[config.mk]
export PLATFORM = sky130hd
export DESIGN_NAME = tlbta_top
export DESIGN_NICKNAME = d
export VERILOG_FILES = /design/src/shared/tlbta_pkg.sv /design/src/hw/tlbta_axil_slave.sv /design/src/hw/tlbta_lock_store.sv /design/src/hw/tlbta_top.sv
export VERILOG_INCLUDE_DIRS = /design/src /design/src/shared
export SDC_FILE = /design/constraint.sdc
export NUM_CORES = 2
export LEC_CHECK = 0
export ABC_CLOCK_PERIOD_IN_PS = 10100
export BUFFER_PORTS_ARGS = -buffer_cell sky130_fd_sc_hd__buf_2
export CORE_MARGIN = 8
export CORE_UTILIZATION = 60
export CTS_BUF_LIST = sky130_fd_sc_hd__clkbuf_16
export CTS_CLUSTER_DIAMETER = 120
export CTS_CLUSTER_SIZE = 24
export DETAILED_ROUTE_END_ITERATION = 12
export HOLD_SLACK_MARGIN = 0.08
export PLACE_DENSITY = 0.8
export SYNTH_ARGS = -nofsm -noshare
export SYNTH_HDL_FRONTEND = slang
export SYNTH_SLANG_ARGS = --single-unit
[constraint.sdc]
create_clock -name CLK -period 10.1 [get_ports CLK]
set_input_delay 2.02 -clock CLK [delete_from_list [all_inputs] [get_ports CLK]]
set_output_delay 2.02 -clock CLK [all_outputs]
set_load 0.02 [all_outputs]
[src/shared/tlbta_params.svh]
`ifndef TLBTA_PARAMS_SVH
`define TLBTA_PARAMS_SVH
`define TLBTA_ADDR_W 8
`define TLBTA_OFS_MAIN_SEL 8'h00
`define TLBTA_OFS_LOCK_SEL 8'h04
`define TLBTA_OFS_MAIN_TAG 8'h08
`define TLBTA_OFS_MAIN_PAP 8'h0C
`define TLBTA_OFS_MAIN_XFER 8'h10
`define TLBTA_OFS_LOCK_TAG 8'h14
`define TLBTA_OFS_LOCK_PAP 8'h18
`define TLBTA_OFS_LOCK_XFER 8'h1C
`define TLBTA_WORD_W 32
`define TLBTA_RAM_W 112
`define TLBTA_HALF_W 56
`define TLBTA_ROW_W 5
`define TLBTA_ROWS 32
`define TLBTA_LOCK_W 3
`define TLBTA_LOCK_ENTRIES 8
`define TLBTA_WAY_BIT 31
`define TLBTA_MIDX_LO 10
`define TLBTA_LIDX_LO 26
`define TLBTA_ADR_W 22
`define TLBTA_SIZE_W 4
`define TLBTA_ATTR_W 8
`define TLBTA_VALID_BIT 4
`define TLBTA_TAG_SBZ 5'h00
`define TLBTA_PAP_SBZ 2'h0
`define TLBTA_WE_NONE 4'h0
`define TLBTA_WE_WAY0 4'h3
`define TLBTA_WE_WAY1 4'hC
`define TLBTA_STRB_ALL 4'hF
`define TLBTA_RESP_OKAY 2'h0
`define TLBTA_RESP_SLVERR 2'h2
`endif

[src/shared/tlbta_pkg.sv]
`include "tlbta_params.svh"
`default_nettype none
package tlbta_pkg;
   typedef logic [`TLBTA_WORD_W-1:0] tlbta_word_type;
   typedef logic [`TLBTA_HALF_W-1:0] tlbta_half_type;
   typedef enum logic [2:0] {
      ST_IDLE = 3'b000,
      ST_RAM_WR = 3'b001,
      ST_RAM_RD = 3'b010,
      ST_RAM_CAP = 3'b011,
      ST_RAM_DONE = 3'b100
   } tlbta_state_type;

   // One way's copy of an entry: tag, size, physical page, domain/permission/C/B
   function automatic tlbta_half_type tlbta_pack(input tlbta_word_type tag,
                                                 input tlbta_word_type pap);
      return {tag[`TLBTA_WORD_W-1 -: `TLBTA_ADR_W], tag[`TLBTA_SIZE_W-1:0],
              pap[`TLBTA_WORD_W-1 -: `TLBTA_ADR_W], pap[`TLBTA_ATTR_W-1:0]};
   endfunction : tlbta_pack

   function automatic tlbta_word_type tlbta_half_tag(input tlbta_half_type h,
                                                     input logic valid);
      logic [`TLBTA_ADR_W-1:0] t_adr;
      logic [`TLBTA_SIZE_W-1:0] t_size;
      logic [`TLBTA_ADR_W-1:0] p_adr;
      logic [`TLBTA_ATTR_W-1:0] p_attr;
      {t_adr, t_size, p_adr, p_attr} = h;
      return {t_adr, `TLBTA_TAG_SBZ, valid, t_size};
   endfunction : tlbta_half_tag

   function automatic tlbta_word_type tlbta_half_pap(input tlbta_half_type h);
      logic [`TLBTA_ADR_W-1:0] t_adr;
      logic [`TLBTA_SIZE_W-1:0] t_size;
      logic [`TLBTA_ADR_W-1:0] p_adr;
      logic [`TLBTA_ATTR_W-1:0] p_attr;
      {t_adr, t_size, p_adr, p_attr} = h;
      return {p_adr, `TLBTA_PAP_SBZ, p_attr};
   endfunction : tlbta_half_pap
endpackage : tlbta_pkg
`default_nettype wire

[src/hw/tlbta_axil_slave.sv]
`include "tlbta_params.svh"
`default_nettype none
module tlbta_axil_slave
   import tlbta_pkg::*;
(
   // Clock and reset
   input wire logic clk,
   input wire logic rst_n,
   // Write address and data channels
   input wire logic [`TLBTA_ADDR_W-1:0] awaddr,
   input wire logic awvalid,
   output logic awready,
   input wire logic [`TLBTA_WORD_W-1:0] wdata,
   input wire logic [3:0] wstrb,
   input wire logic wvalid,
   output logic wready,
   // Write response
   output logic [1:0] bresp,
   output logic bvalid,
   input wire logic bready,
   // Read channels
   input wire logic [`TLBTA_ADDR_W-1:0] araddr,
   input wire logic arvalid,
   output logic arready,
   output logic [`TLBTA_WORD_W-1:0] rdata,
   output logic [1:0] rresp,
   output logic rvalid,
   input wire logic rready,
   // Core side
   output logic wr_req,
   output logic [`TLBTA_ADDR_W-1:0] wr_addr,
   output logic [`TLBTA_WORD_W-1:0] wr_data,
   input wire logic wr_ack,
   input wire logic wr_err,
   output logic rd_req,
   output logic [`TLBTA_ADDR_W-1:0] rd_addr,
   input wire logic rd_ack,
   input wire logic rd_err,
   input wire logic [`TLBTA_WORD_W-1:0] rd_data
);
   logic aw_full;
   logic w_full;
   logic ar_full;
   logic [3:0] strb;
   logic strb_bad;

   assign awready = !aw_full && !bvalid;
   assign wready = !w_full && !bvalid;
   assign arready = !ar_full && !rvalid;
   assign rd_req = ar_full;
   // Partial strobes would need a read-modify-write; refused instead
   assign wr_req = aw_full && w_full && !bvalid && (strb == `TLBTA_STRB_ALL);
   assign strb_bad = aw_full && w_full && !bvalid && (strb != `TLBTA_STRB_ALL);

   always_ff @(posedge clk) begin
      if (!rst_n) begin
         aw_full <= 1'b0;
         wr_addr <= '0;
      end else if (awvalid && awready) begin
         aw_full <= 1'b1;
         wr_addr <= {awaddr[`TLBTA_ADDR_W-1:2], 2'h0};
      end else if (wr_ack || strb_bad) begin
         aw_full <= 1'b0;
      end
   end

   always_ff @(posedge clk) begin
      if (!rst_n) begin
         w_full <= 1'b0;
         wr_data <= '0;
         strb <= `TLBTA_WE_NONE;
      end else if (wvalid && wready) begin
         w_full <= 1'b1;
         wr_data <= wdata;
         strb <= wstrb;
      end else if (wr_ack || strb_bad) begin
         w_full <= 1'b0;
      end
   end

   always_ff @(posedge clk) begin
      if (!rst_n) begin
         bvalid <= 1'b0;
         bresp <= `TLBTA_RESP_OKAY;
      end else if (wr_ack || strb_bad) begin
         bvalid <= 1'b1;
         bresp <= (strb_bad || wr_err) ? `TLBTA_RESP_SLVERR : `TLBTA_RESP_OKAY;
      end else if (bready) begin
         bvalid <= 1'b0;
      end
   end

   always_ff @(posedge clk) begin
      if (!rst_n) begin
         ar_full <= 1'b0;
         rd_addr <= '0;
      end else if (arvalid && arready) begin
         ar_full <= 1'b1;
         rd_addr <= {araddr[`TLBTA_ADDR_W-1:2], 2'h0};
      end else if (rd_ack) begin
         ar_full <= 1'b0;
      end
   end

   always_ff @(posedge clk) begin
      if (!rst_n) begin
         rvalid <= 1'b0;
         rdata <= '0;
         rresp <= `TLBTA_RESP_OKAY;
      end else if (rd_ack) begin
         rvalid <= 1'b1;
         rdata <= rd_data;
         rresp <= rd_err ? `TLBTA_RESP_SLVERR : `TLBTA_RESP_OKAY;
      end else if (rready) begin
         rvalid <= 1'b0;
      end
   end
endmodule : tlbta_axil_slave
`default_nettype wire

[src/hw/tlbta_lock_store.sv]
`include "tlbta_params.svh"
`default_nettype none
module tlbta_lock_store
   import tlbta_pkg::*;
#(
   parameter int ENTRIES = `TLBTA_LOCK_ENTRIES,
   parameter int IDX_W = `TLBTA_LOCK_W
) (
   // Clock and reset
   input wire logic clk,
   input wire logic rst_n,
   // Commit port
   input wire logic wr_en,
   input wire logic [IDX_W-1:0] idx,
   input wire tlbta_word_type tag_in,
   input wire tlbta_word_type pap_in,
   // Read port, same index
   output tlbta_word_type tag_out,
   output tlbta_word_type pap_out
);
   tlbta_word_type tag_mem [ENTRIES];
   tlbta_word_type pap_mem [ENTRIES];

   always_ff @(posedge clk) begin
      if (!rst_n) begin
         for (int i = 0; i < ENTRIES; i++) begin
            tag_mem[i] <= '0;
            pap_mem[i] <= '0;
         end
      end else if (wr_en) begin
         tag_mem[idx] <= tag_in;
         pap_mem[idx] <= pap_in;
      end
   end

   assign tag_out = tag_mem[idx];
   assign pap_out = pap_mem[idx];
endmodule : tlbta_lock_store
`default_nettype wire

[src/hw/tlbta_top.sv]
`include "tlbta_params.svh"
`default_nettype none
module tlbta_top
   import tlbta_pkg::*;
(
   // Clock and reset
   input wire logic CLK,
   input wire logic RST_N,
   // Register bus write
   input wire logic [`TLBTA_ADDR_W-1:0] S_AXI_AWADDR,
   input wire logic S_AXI_AWVALID,
   output logic S_AXI_AWREADY,
   input wire logic [`TLBTA_WORD_W-1:0] S_AXI_WDATA,
   input wire logic [3:0] S_AXI_WSTRB,
   input wire logic S_AXI_WVALID,
   output logic S_AXI_WREADY,
   output logic [1:0] S_AXI_BRESP,
   output logic S_AXI_BVALID,
   input wire logic S_AXI_BREADY,
   // Register bus read
   input wire logic [`TLBTA_ADDR_W-1:0] S_AXI_ARADDR,
   input wire logic S_AXI_ARVALID,
   output logic S_AXI_ARREADY,
   output logic [`TLBTA_WORD_W-1:0] S_AXI_RDATA,
   output logic [1:0] S_AXI_RRESP,
   output logic S_AXI_RVALID,
   input wire logic S_AXI_RREADY,
   // Main table data RAM
   output logic [`TLBTA_RAM_W-1:0] TLB_RAM_WRITE_BUS,
   output logic TLB_RAM_SELECT,
   output logic [3:0] TLB_RAM_LANE_WRITE_ENABLES,
   output logic [`TLBTA_ROW_W-1:0] TLB_RAM_ROW_INDEX,
   output logic TLB_RAM_OUTPUT_ENABLE,
   input wire logic [`TLBTA_RAM_W-1:0] TLB_RAM_READ_BUS
);
   logic wr_req;
   logic [`TLBTA_ADDR_W-1:0] wr_addr;
   tlbta_word_type wr_data;
   logic wr_ack;
   logic wr_err;
   logic rd_req;
   logic [`TLBTA_ADDR_W-1:0] rd_addr;
   logic rd_ack;
   logic rd_err;
   tlbta_word_type rd_data;

   tlbta_state_type state;
   tlbta_state_type next_state;
   logic sel_way;
   logic [`TLBTA_ROW_W-1:0] sel_row;
   logic [`TLBTA_LOCK_W-1:0] lock_idx;
   tlbta_word_type main_tag_stage;
   tlbta_word_type main_pap_stage;
   tlbta_word_type lock_tag_stage;
   tlbta_word_type lock_pap_stage;
   logic [`TLBTA_ROWS-1:0] valid_way0;
   logic [`TLBTA_ROWS-1:0] valid_way1;
   tlbta_half_type ram_cap;
   logic rd_want_pap;
   logic idle;
   logic wr_take;
   logic rd_take;
   logic rd_is_ram;
   logic lock_commit;
   tlbta_word_type lock_tag_out;
   tlbta_word_type lock_pap_out;

   tlbta_axil_slave u_bus (
      .clk(CLK),
      .rst_n(RST_N),
      .awaddr(S_AXI_AWADDR),
      .awvalid(S_AXI_AWVALID),
      .awready(S_AXI_AWREADY),
      .wdata(S_AXI_WDATA),
      .wstrb(S_AXI_WSTRB),
      .wvalid(S_AXI_WVALID),
      .wready(S_AXI_WREADY),
      .bresp(S_AXI_BRESP),
      .bvalid(S_AXI_BVALID),
      .bready(S_AXI_BREADY),
      .araddr(S_AXI_ARADDR),
      .arvalid(S_AXI_ARVALID),
      .arready(S_AXI_ARREADY),
      .rdata(S_AXI_RDATA),
      .rresp(S_AXI_RRESP),
      .rvalid(S_AXI_RVALID),
      .rready(S_AXI_RREADY),
      .wr_req(wr_req),
      .wr_addr(wr_addr),
      .wr_data(wr_data),
      .wr_ack(wr_ack),
      .wr_err(wr_err),
      .rd_req(rd_req),
      .rd_addr(rd_addr),
      .rd_ack(rd_ack),
      .rd_err(rd_err),
      .rd_data(rd_data)
   );

   tlbta_lock_store u_lock (
      .clk(CLK),
      .rst_n(RST_N),
      .wr_en(lock_commit),
      .idx(lock_idx),
      .tag_in(lock_tag_stage),
      .pap_in(lock_pap_stage),
      .tag_out(lock_tag_out),
      .pap_out(lock_pap_out)
   );

   // Writes win over reads; one table operation at a time
   assign idle = (state == ST_IDLE);
   assign wr_take = idle && wr_req;
   assign wr_ack = wr_take;
   assign rd_is_ram = (rd_addr == `TLBTA_OFS_MAIN_TAG) || (rd_addr == `TLBTA_OFS_MAIN_PAP);
   assign rd_take = idle && !wr_req && rd_req;
   assign lock_commit = wr_take && (wr_addr == `TLBTA_OFS_LOCK_XFER);
   assign TLB_RAM_OUTPUT_ENABLE = 1'b1;

   always_comb begin
      case (wr_addr)
         `TLBTA_OFS_MAIN_SEL, `TLBTA_OFS_LOCK_SEL, `TLBTA_OFS_MAIN_TAG, `TLBTA_OFS_MAIN_PAP,
         `TLBTA_OFS_MAIN_XFER, `TLBTA_OFS_LOCK_TAG, `TLBTA_OFS_LOCK_PAP,
         `TLBTA_OFS_LOCK_XFER: wr_err = 1'b0;
         default: wr_err = 1'b1;
      endcase
   end

   // Read answers: table reads of the main RAM answer from the captured row
   always_comb begin
      rd_ack = rd_take && !rd_is_ram;
      rd_err = 1'b0;
      rd_data = '0;
      if (state == ST_RAM_DONE) begin
         rd_ack = 1'b1;
         if (rd_want_pap) begin
            rd_data = tlbta_half_pap(ram_cap);
         end else begin
            rd_data = tlbta_half_tag(ram_cap,
               sel_way ? valid_way1[sel_row] : valid_way0[sel_row]);
         end
      end else begin
         case (rd_addr)
            `TLBTA_OFS_MAIN_SEL: begin
               rd_data[`TLBTA_WAY_BIT] = sel_way;
               rd_data[`TLBTA_MIDX_LO +: `TLBTA_ROW_W] = sel_row;
            end
            `TLBTA_OFS_LOCK_SEL: rd_data[`TLBTA_LIDX_LO +: `TLBTA_LOCK_W] = lock_idx;
            `TLBTA_OFS_LOCK_TAG: rd_data = lock_tag_out;
            `TLBTA_OFS_LOCK_PAP: rd_data = lock_pap_out;
            `TLBTA_OFS_MAIN_TAG, `TLBTA_OFS_MAIN_PAP, `TLBTA_OFS_MAIN_XFER,
            `TLBTA_OFS_LOCK_XFER: rd_data = '0;
            default: rd_err = 1'b1;
         endcase
      end
   end

   // Selection: must-be-zero bits are dropped
   always_ff @(posedge CLK) begin
      if (!RST_N) begin
         sel_way <= 1'b0;
         sel_row <= '0;
         lock_idx <= '0;
      end else if (wr_take && wr_addr == `TLBTA_OFS_MAIN_SEL) begin
         sel_way <= wr_data[`TLBTA_WAY_BIT];
         sel_row <= wr_data[`TLBTA_MIDX_LO +: `TLBTA_ROW_W];
      end else if (wr_take && wr_addr == `TLBTA_OFS_LOCK_SEL) begin
         lock_idx <= wr_data[`TLBTA_LIDX_LO +: `TLBTA_LOCK_W];
      end
   end

   // Staging registers hold until overwritten; commits do not clear them
   always_ff @(posedge CLK) begin
      if (!RST_N) begin
         main_tag_stage <= '0;
         main_pap_stage <= '0;
         lock_tag_stage <= '0;
         lock_pap_stage <= '0;
      end else if (wr_take) begin
         case (wr_addr)
            `TLBTA_OFS_MAIN_TAG: main_tag_stage <= wr_data;
            `TLBTA_OFS_MAIN_PAP: main_pap_stage <= wr_data;
            `TLBTA_OFS_LOCK_TAG: lock_tag_stage <= wr_data;
            `TLBTA_OFS_LOCK_PAP: lock_pap_stage <= wr_data;
            default: main_tag_stage <= main_tag_stage;
         endcase
      end
   end

   // The RAM row keeps no valid flag, so it lives here per way and row
   always_ff @(posedge CLK) begin
      if (!RST_N) begin
         valid_way0 <= '0;
         valid_way1 <= '0;
      end else if (wr_take && wr_addr == `TLBTA_OFS_MAIN_XFER) begin
         if (sel_way) begin
            valid_way1[sel_row] <= main_tag_stage[`TLBTA_VALID_BIT];
         end else begin
            valid_way0[sel_row] <= main_tag_stage[`TLBTA_VALID_BIT];
         end
      end
   end

   always_comb begin
      next_state = state;
      case (state)
         ST_IDLE: begin
            if (wr_take && wr_addr == `TLBTA_OFS_MAIN_XFER) begin
               next_state = ST_RAM_WR;
            end else if (rd_take && rd_is_ram) begin
               next_state = ST_RAM_RD;
            end
         end
         ST_RAM_WR: next_state = ST_IDLE;
         ST_RAM_RD: next_state = ST_RAM_CAP;
         ST_RAM_CAP: next_state = ST_RAM_DONE;
         ST_RAM_DONE: next_state = ST_IDLE;
         default: next_state = ST_IDLE;
      endcase
   end

   always_ff @(posedge CLK) begin
      if (!RST_N) begin
         state <= ST_IDLE;
      end else begin
         state <= next_state;
      end
   end

   // RAM port: select is high for exactly one cycle per access
   always_ff @(posedge CLK) begin
      if (!RST_N) begin
         TLB_RAM_SELECT <= 1'b0;
         TLB_RAM_LANE_WRITE_ENABLES <= `TLBTA_WE_NONE;
         TLB_RAM_ROW_INDEX <= '0;
         TLB_RAM_WRITE_BUS <= '0;
         rd_want_pap <= 1'b0;
      end else if (idle && next_state == ST_RAM_WR) begin
         TLB_RAM_SELECT <= 1'b1;
         TLB_RAM_LANE_WRITE_ENABLES <= sel_way ? `TLBTA_WE_WAY1 : `TLBTA_WE_WAY0;
         TLB_RAM_ROW_INDEX <= sel_row;
         TLB_RAM_WRITE_BUS <= {tlbta_pack(main_tag_stage, main_pap_stage),
                               tlbta_pack(main_tag_stage, main_pap_stage)};
      end else if (idle && next_state == ST_RAM_RD) begin
         TLB_RAM_SELECT <= 1'b1;
         TLB_RAM_LANE_WRITE_ENABLES <= `TLBTA_WE_NONE;
         TLB_RAM_ROW_INDEX <= sel_row;
         rd_want_pap <= (rd_addr == `TLBTA_OFS_MAIN_PAP);
      end else begin
         TLB_RAM_SELECT <= 1'b0;
         TLB_RAM_LANE_WRITE_ENABLES <= `TLBTA_WE_NONE;
      end
   end

   // Read bus is looked at only in the capture cycle of a read
   always_ff @(posedge CLK) begin
      if (!RST_N) begin
         ram_cap <= '0;
      end else if (state == ST_RAM_CAP) begin
         ram_cap <= sel_way ? TLB_RAM_READ_BUS[`TLBTA_RAM_W-1 -: `TLBTA_HALF_W]
                            : TLB_RAM_READ_BUS[`TLBTA_HALF_W-1:0];
      end
   end
endmodule : tlbta_top
`default_nettype wire

==> run_results.csv <==
group,metric,value,unit
clock_network,cts_made_buffers,44,
sta,setup_tns,0,ns
clock_network,cts_tree,"done",
global_routing,grt_pass1_wl,159,mm
drt,final_antenna_net_count,0,
worst_setup_path,arrival,5.19,ns
die,num_rows,95,
drt,routed_wl,108,mm
die,die-area,0.0757,mm2
synth,synth-compound-area-share,9.64,%
synth,synth-seq-cells,920,
worst_setup_path,cp.required,10.35,ns
clock_network,postCtsSetupRepairBufs,0,
placed_design,hpwl,64.2,mm
sta,setup_viol,0,
placed_design,post-place-ws,4.60,ns
global_routing,grt_start_max_net_pins,121,
global_routing,grt_busiest_layer,"met2",
worst_setup_path,critPathCaptureType,"flip-flop",
global_routing,antenna_found_initial,2,
placed_design,placed_cell_area,0.0420,mm2
die,io_pins,335,
sta,rsz0062_at_grt,"no",
worst_setup_path,regToRegSetupSlack,5.84,ns
layout,diodes,0,
global_routing,use_met3,4.91,%
synth,synth_cells,3394,
layout,final_area,0.0432,mm2
synth,synth-edff-count,512,
drt,via_per_inst,6.11,
die,core-area,0.0668,mm2
layout,fillCellCount,5013,
layout,syn2layout_area_growth,7.21,%
clock_network,post_cts_resized,0,
die,die_y,275,um
synth,synth_top_family_by_area,"simple AND/OR/NAND/NOR gates",
run,cap_violations,0,
sta,tightest_slew,1.27,ns
worst_setup_path,r2r_cells,7,
global_routing,grt_util_met2,45.5,%
sta,layout_setup_ws,5.16,ns
hold_path,min_path_type,"flip-flop to flip-flop",
clock_network,root_buffer,"clkbuf_16",
sta,fmax,203,MHz
pwr,ir_worst_vdd,0.111,mV
sta,period_share,48.9,%
worst_setup_path,cp-start-kind,"input pin",
synth,synth_simple_gate_area_share,16.3,%
sta,worst_slew_margin_rel,15.1,%
layout,final_cell_mix,"and2_1 (519), nand2_1 (515), edfxtp_1 (512), dfxtp_1 (402), buf_2 (326)",
clock_network,cts.reportedPaths.clkPinSlew,0.09,ns
pwr,power.density,147,mW/mm2
layout,fin_nets,3665,
global_routing,grt_use_met1,36.4,%
outcome,outcome,"completed",
global_routing,grt_pass1_vias,26400,
clock_network,cts.sinks,920,
worst_setup_path,r2r-start,"u_bus.wr_addr[7]",
synth,yosys_warnings,0,
worst_setup_path,cp_max_fo,106,
worst_setup_path,worstSetupEndpoint,"u_lock.tag_mem[0][24]",
synth,synth_ff_type,"edfxtp_1",
placed_design,port_buffers,327,
die,start_util,60.3,%
synth,synth_adder_area_share,0,%
synth,synth_xor_area_share,0,%
die,die_width,275,um
drt,wl_per_cell,24.5,um
worst_setup_path,rr_endpoint,"u_lock.tag_mem[0][24]",
layout,layout_commonest_cell,"and2_1",
layout,drive_above_1_share,17.1,%
worst_setup_path,worstSetupPathType,"input pin to flip-flop",
sta,min_period,4.94,ns
placed_design,routabilityCongestion,0.890,
synth,synth_async_sr_flop_share,0,%
synth,synth_cell_type_count,63,
drt,drc,0,
global_routing,grt-ovfl-total,0,
sta,clock_skew,0.0401,ns
drt,first_pass_iters,6,
synth,syn_area,0.0403,mm2
sta,finalHoldViolations,0,
pwr,power.leakage,15.9,nW
clock_network,insertion_delay,0.63,ns
worst_setup_path,crit_path_start,"RST_N",
global_routing,grt_use_total,27.6,%
synth,synth_mux_area_share,11.7,%
clock_network,h-tree-depth,2,
synth,syn_avg_cell_area,11.9,um2
synth,yosysSeqAreaShare,58.4,%
sta,slew_violations,0,
clock_network,cts.path.max_buffers,3,
drt,via_count,26900,
clock_network,cts_hold_buf,0,
drt,drtIter0Drc,2950,
-- power breakdown --
part	switching (W)	leakage (nW)	internal, W
registers	0.0000674	8.58	0.00402
clock network	0.00116	0.715	0.000821
logic	0.000177	6.65	0.000102
-- kinds of logic (layout without fill, tap and decap cells) --
family	Yosys count	count (layout)
AO/OA/AOI/OAI	561	561
other	2	3
multiplexers	305	305
buffers and inverters	319	447
AND/OR/NAND/NOR	1287	1287
flip-flops	920	920
-- how the worst min path moves through the flow --
stage	start	endpoint	slack, ns	cells after the start
final	main_tag_stage[19]	main_tag_stage[19]	0.46	2
after detailed placement	valid_way0[16]	valid_way0[16]	0.45	2
after floorplan	valid_way0[16]	valid_way0[16]	0.43	2
after global routing	TLB_RAM_ROW_INDEX[2]	TLB_RAM_ROW_INDEX[2]	0.48	2
after CTS	TLB_RAM_ROW_INDEX[2]	TLB_RAM_ROW_INDEX[2]	0.47	2
after global placement	valid_way0[16]	valid_way0[16]	0.44	2
-- area by class of cell --
class	count	area, um2	share of cell area, %
sequential	920	23600	54.5
multi-input combinational	2156	15300	35.4
timing repair buffer	369	1970	4.57
clock buffer	45	1130	2.61
tap	873	1090	2.53
clock inverter	30	135	0.313
inverter	3	11.3	0.0261
-- critical path, stage by stage --
cell and delay (ns):
buf_8 0.40, nand4_1 0.20, or3_1 0.64, nor3_4 0.20, buf_4 0.33, nand2b_4 0.56
buf_4 0.62
-- per-stage QoR --
stage | hold WS, ns | power [W] | instances | util (%)
global route | 0.482 | 0.00652 | 4396 | 64.7
CTS | 0.467 | 0.00636 | 4396 | 64.7
finish | 0.462 | 0.00635 | 4396 | 64.7
floorplan | 0.429 | 0.00432 | 3395 | -
global placement | 0.442 | 0.00444 | 4321 | 62.8
detailed placement | 0.446 | 0.00445 | 4321 | 62.8
-- routing by layer --
layer	vias to the layer above	wire length, um	part of all wire, %
li1	12100	-	-
met1	13200	41100	38
met2	1351	51700	48
met3	215	10700	10
met4	0	4070	3.8
met5	-	0	0
-- state kept, by name, indices dropped and copies added, names as in the netlist, 2 cells and up, named ones only --
| name | count |
|---|---|
| lock_tag_stage | 32 |
| valid_way0 | 32 |
| sel_row | 5 |
| main_pap_stage | 30 |
| ram_cap | 56 |
| TLB_RAM_WRITE_BUS | 56 |
| u_lock.pap_mem | 256 |
| TLB_RAM_LANE_WRITE_ENABLES | 2 |
| state | 3 |
| lock_idx | 3 |
| u_bus.strb | 4 |
| valid_way1 | 32 |
| lock_pap_stage | 32 |
| u_bus.rdata | 32 |
| main_tag_stage | 27 |
| u_bus.rd_addr | 6 |
| u_lock.tag_mem | 256 |
| u_bus.wr_data | 32 |
| u_bus.wr_addr | 6 |
| TLB_RAM_ROW_INDEX | 5 |
-- synth_stat cells, drive strengths merged (6+ instances only) --
cell	instances	share of area (%)
a21boi	228	4.2
a21oi	81	1.0
a221oi	11	0.24
a22o	14	0.30
a22oi	9	0.17
and2	523	8.1
and3	6	0.093
buf	143	2.2
clkbuf	173	1.7
dfxtp	408	20
edfxtp	512	38
mux2	8	0.22
mux2i	164	4.1
mux4	133	7.4
nand2	516	4.8
nand2b	9	0.14
nand3	29	0.36
nor2	107	1.1
nor2b	34	0.53
nor3	24	0.41
o211a	56	1.4
o21ai	113	1.4
o22ai	26	0.40
(Power assumes the default switching activity.)
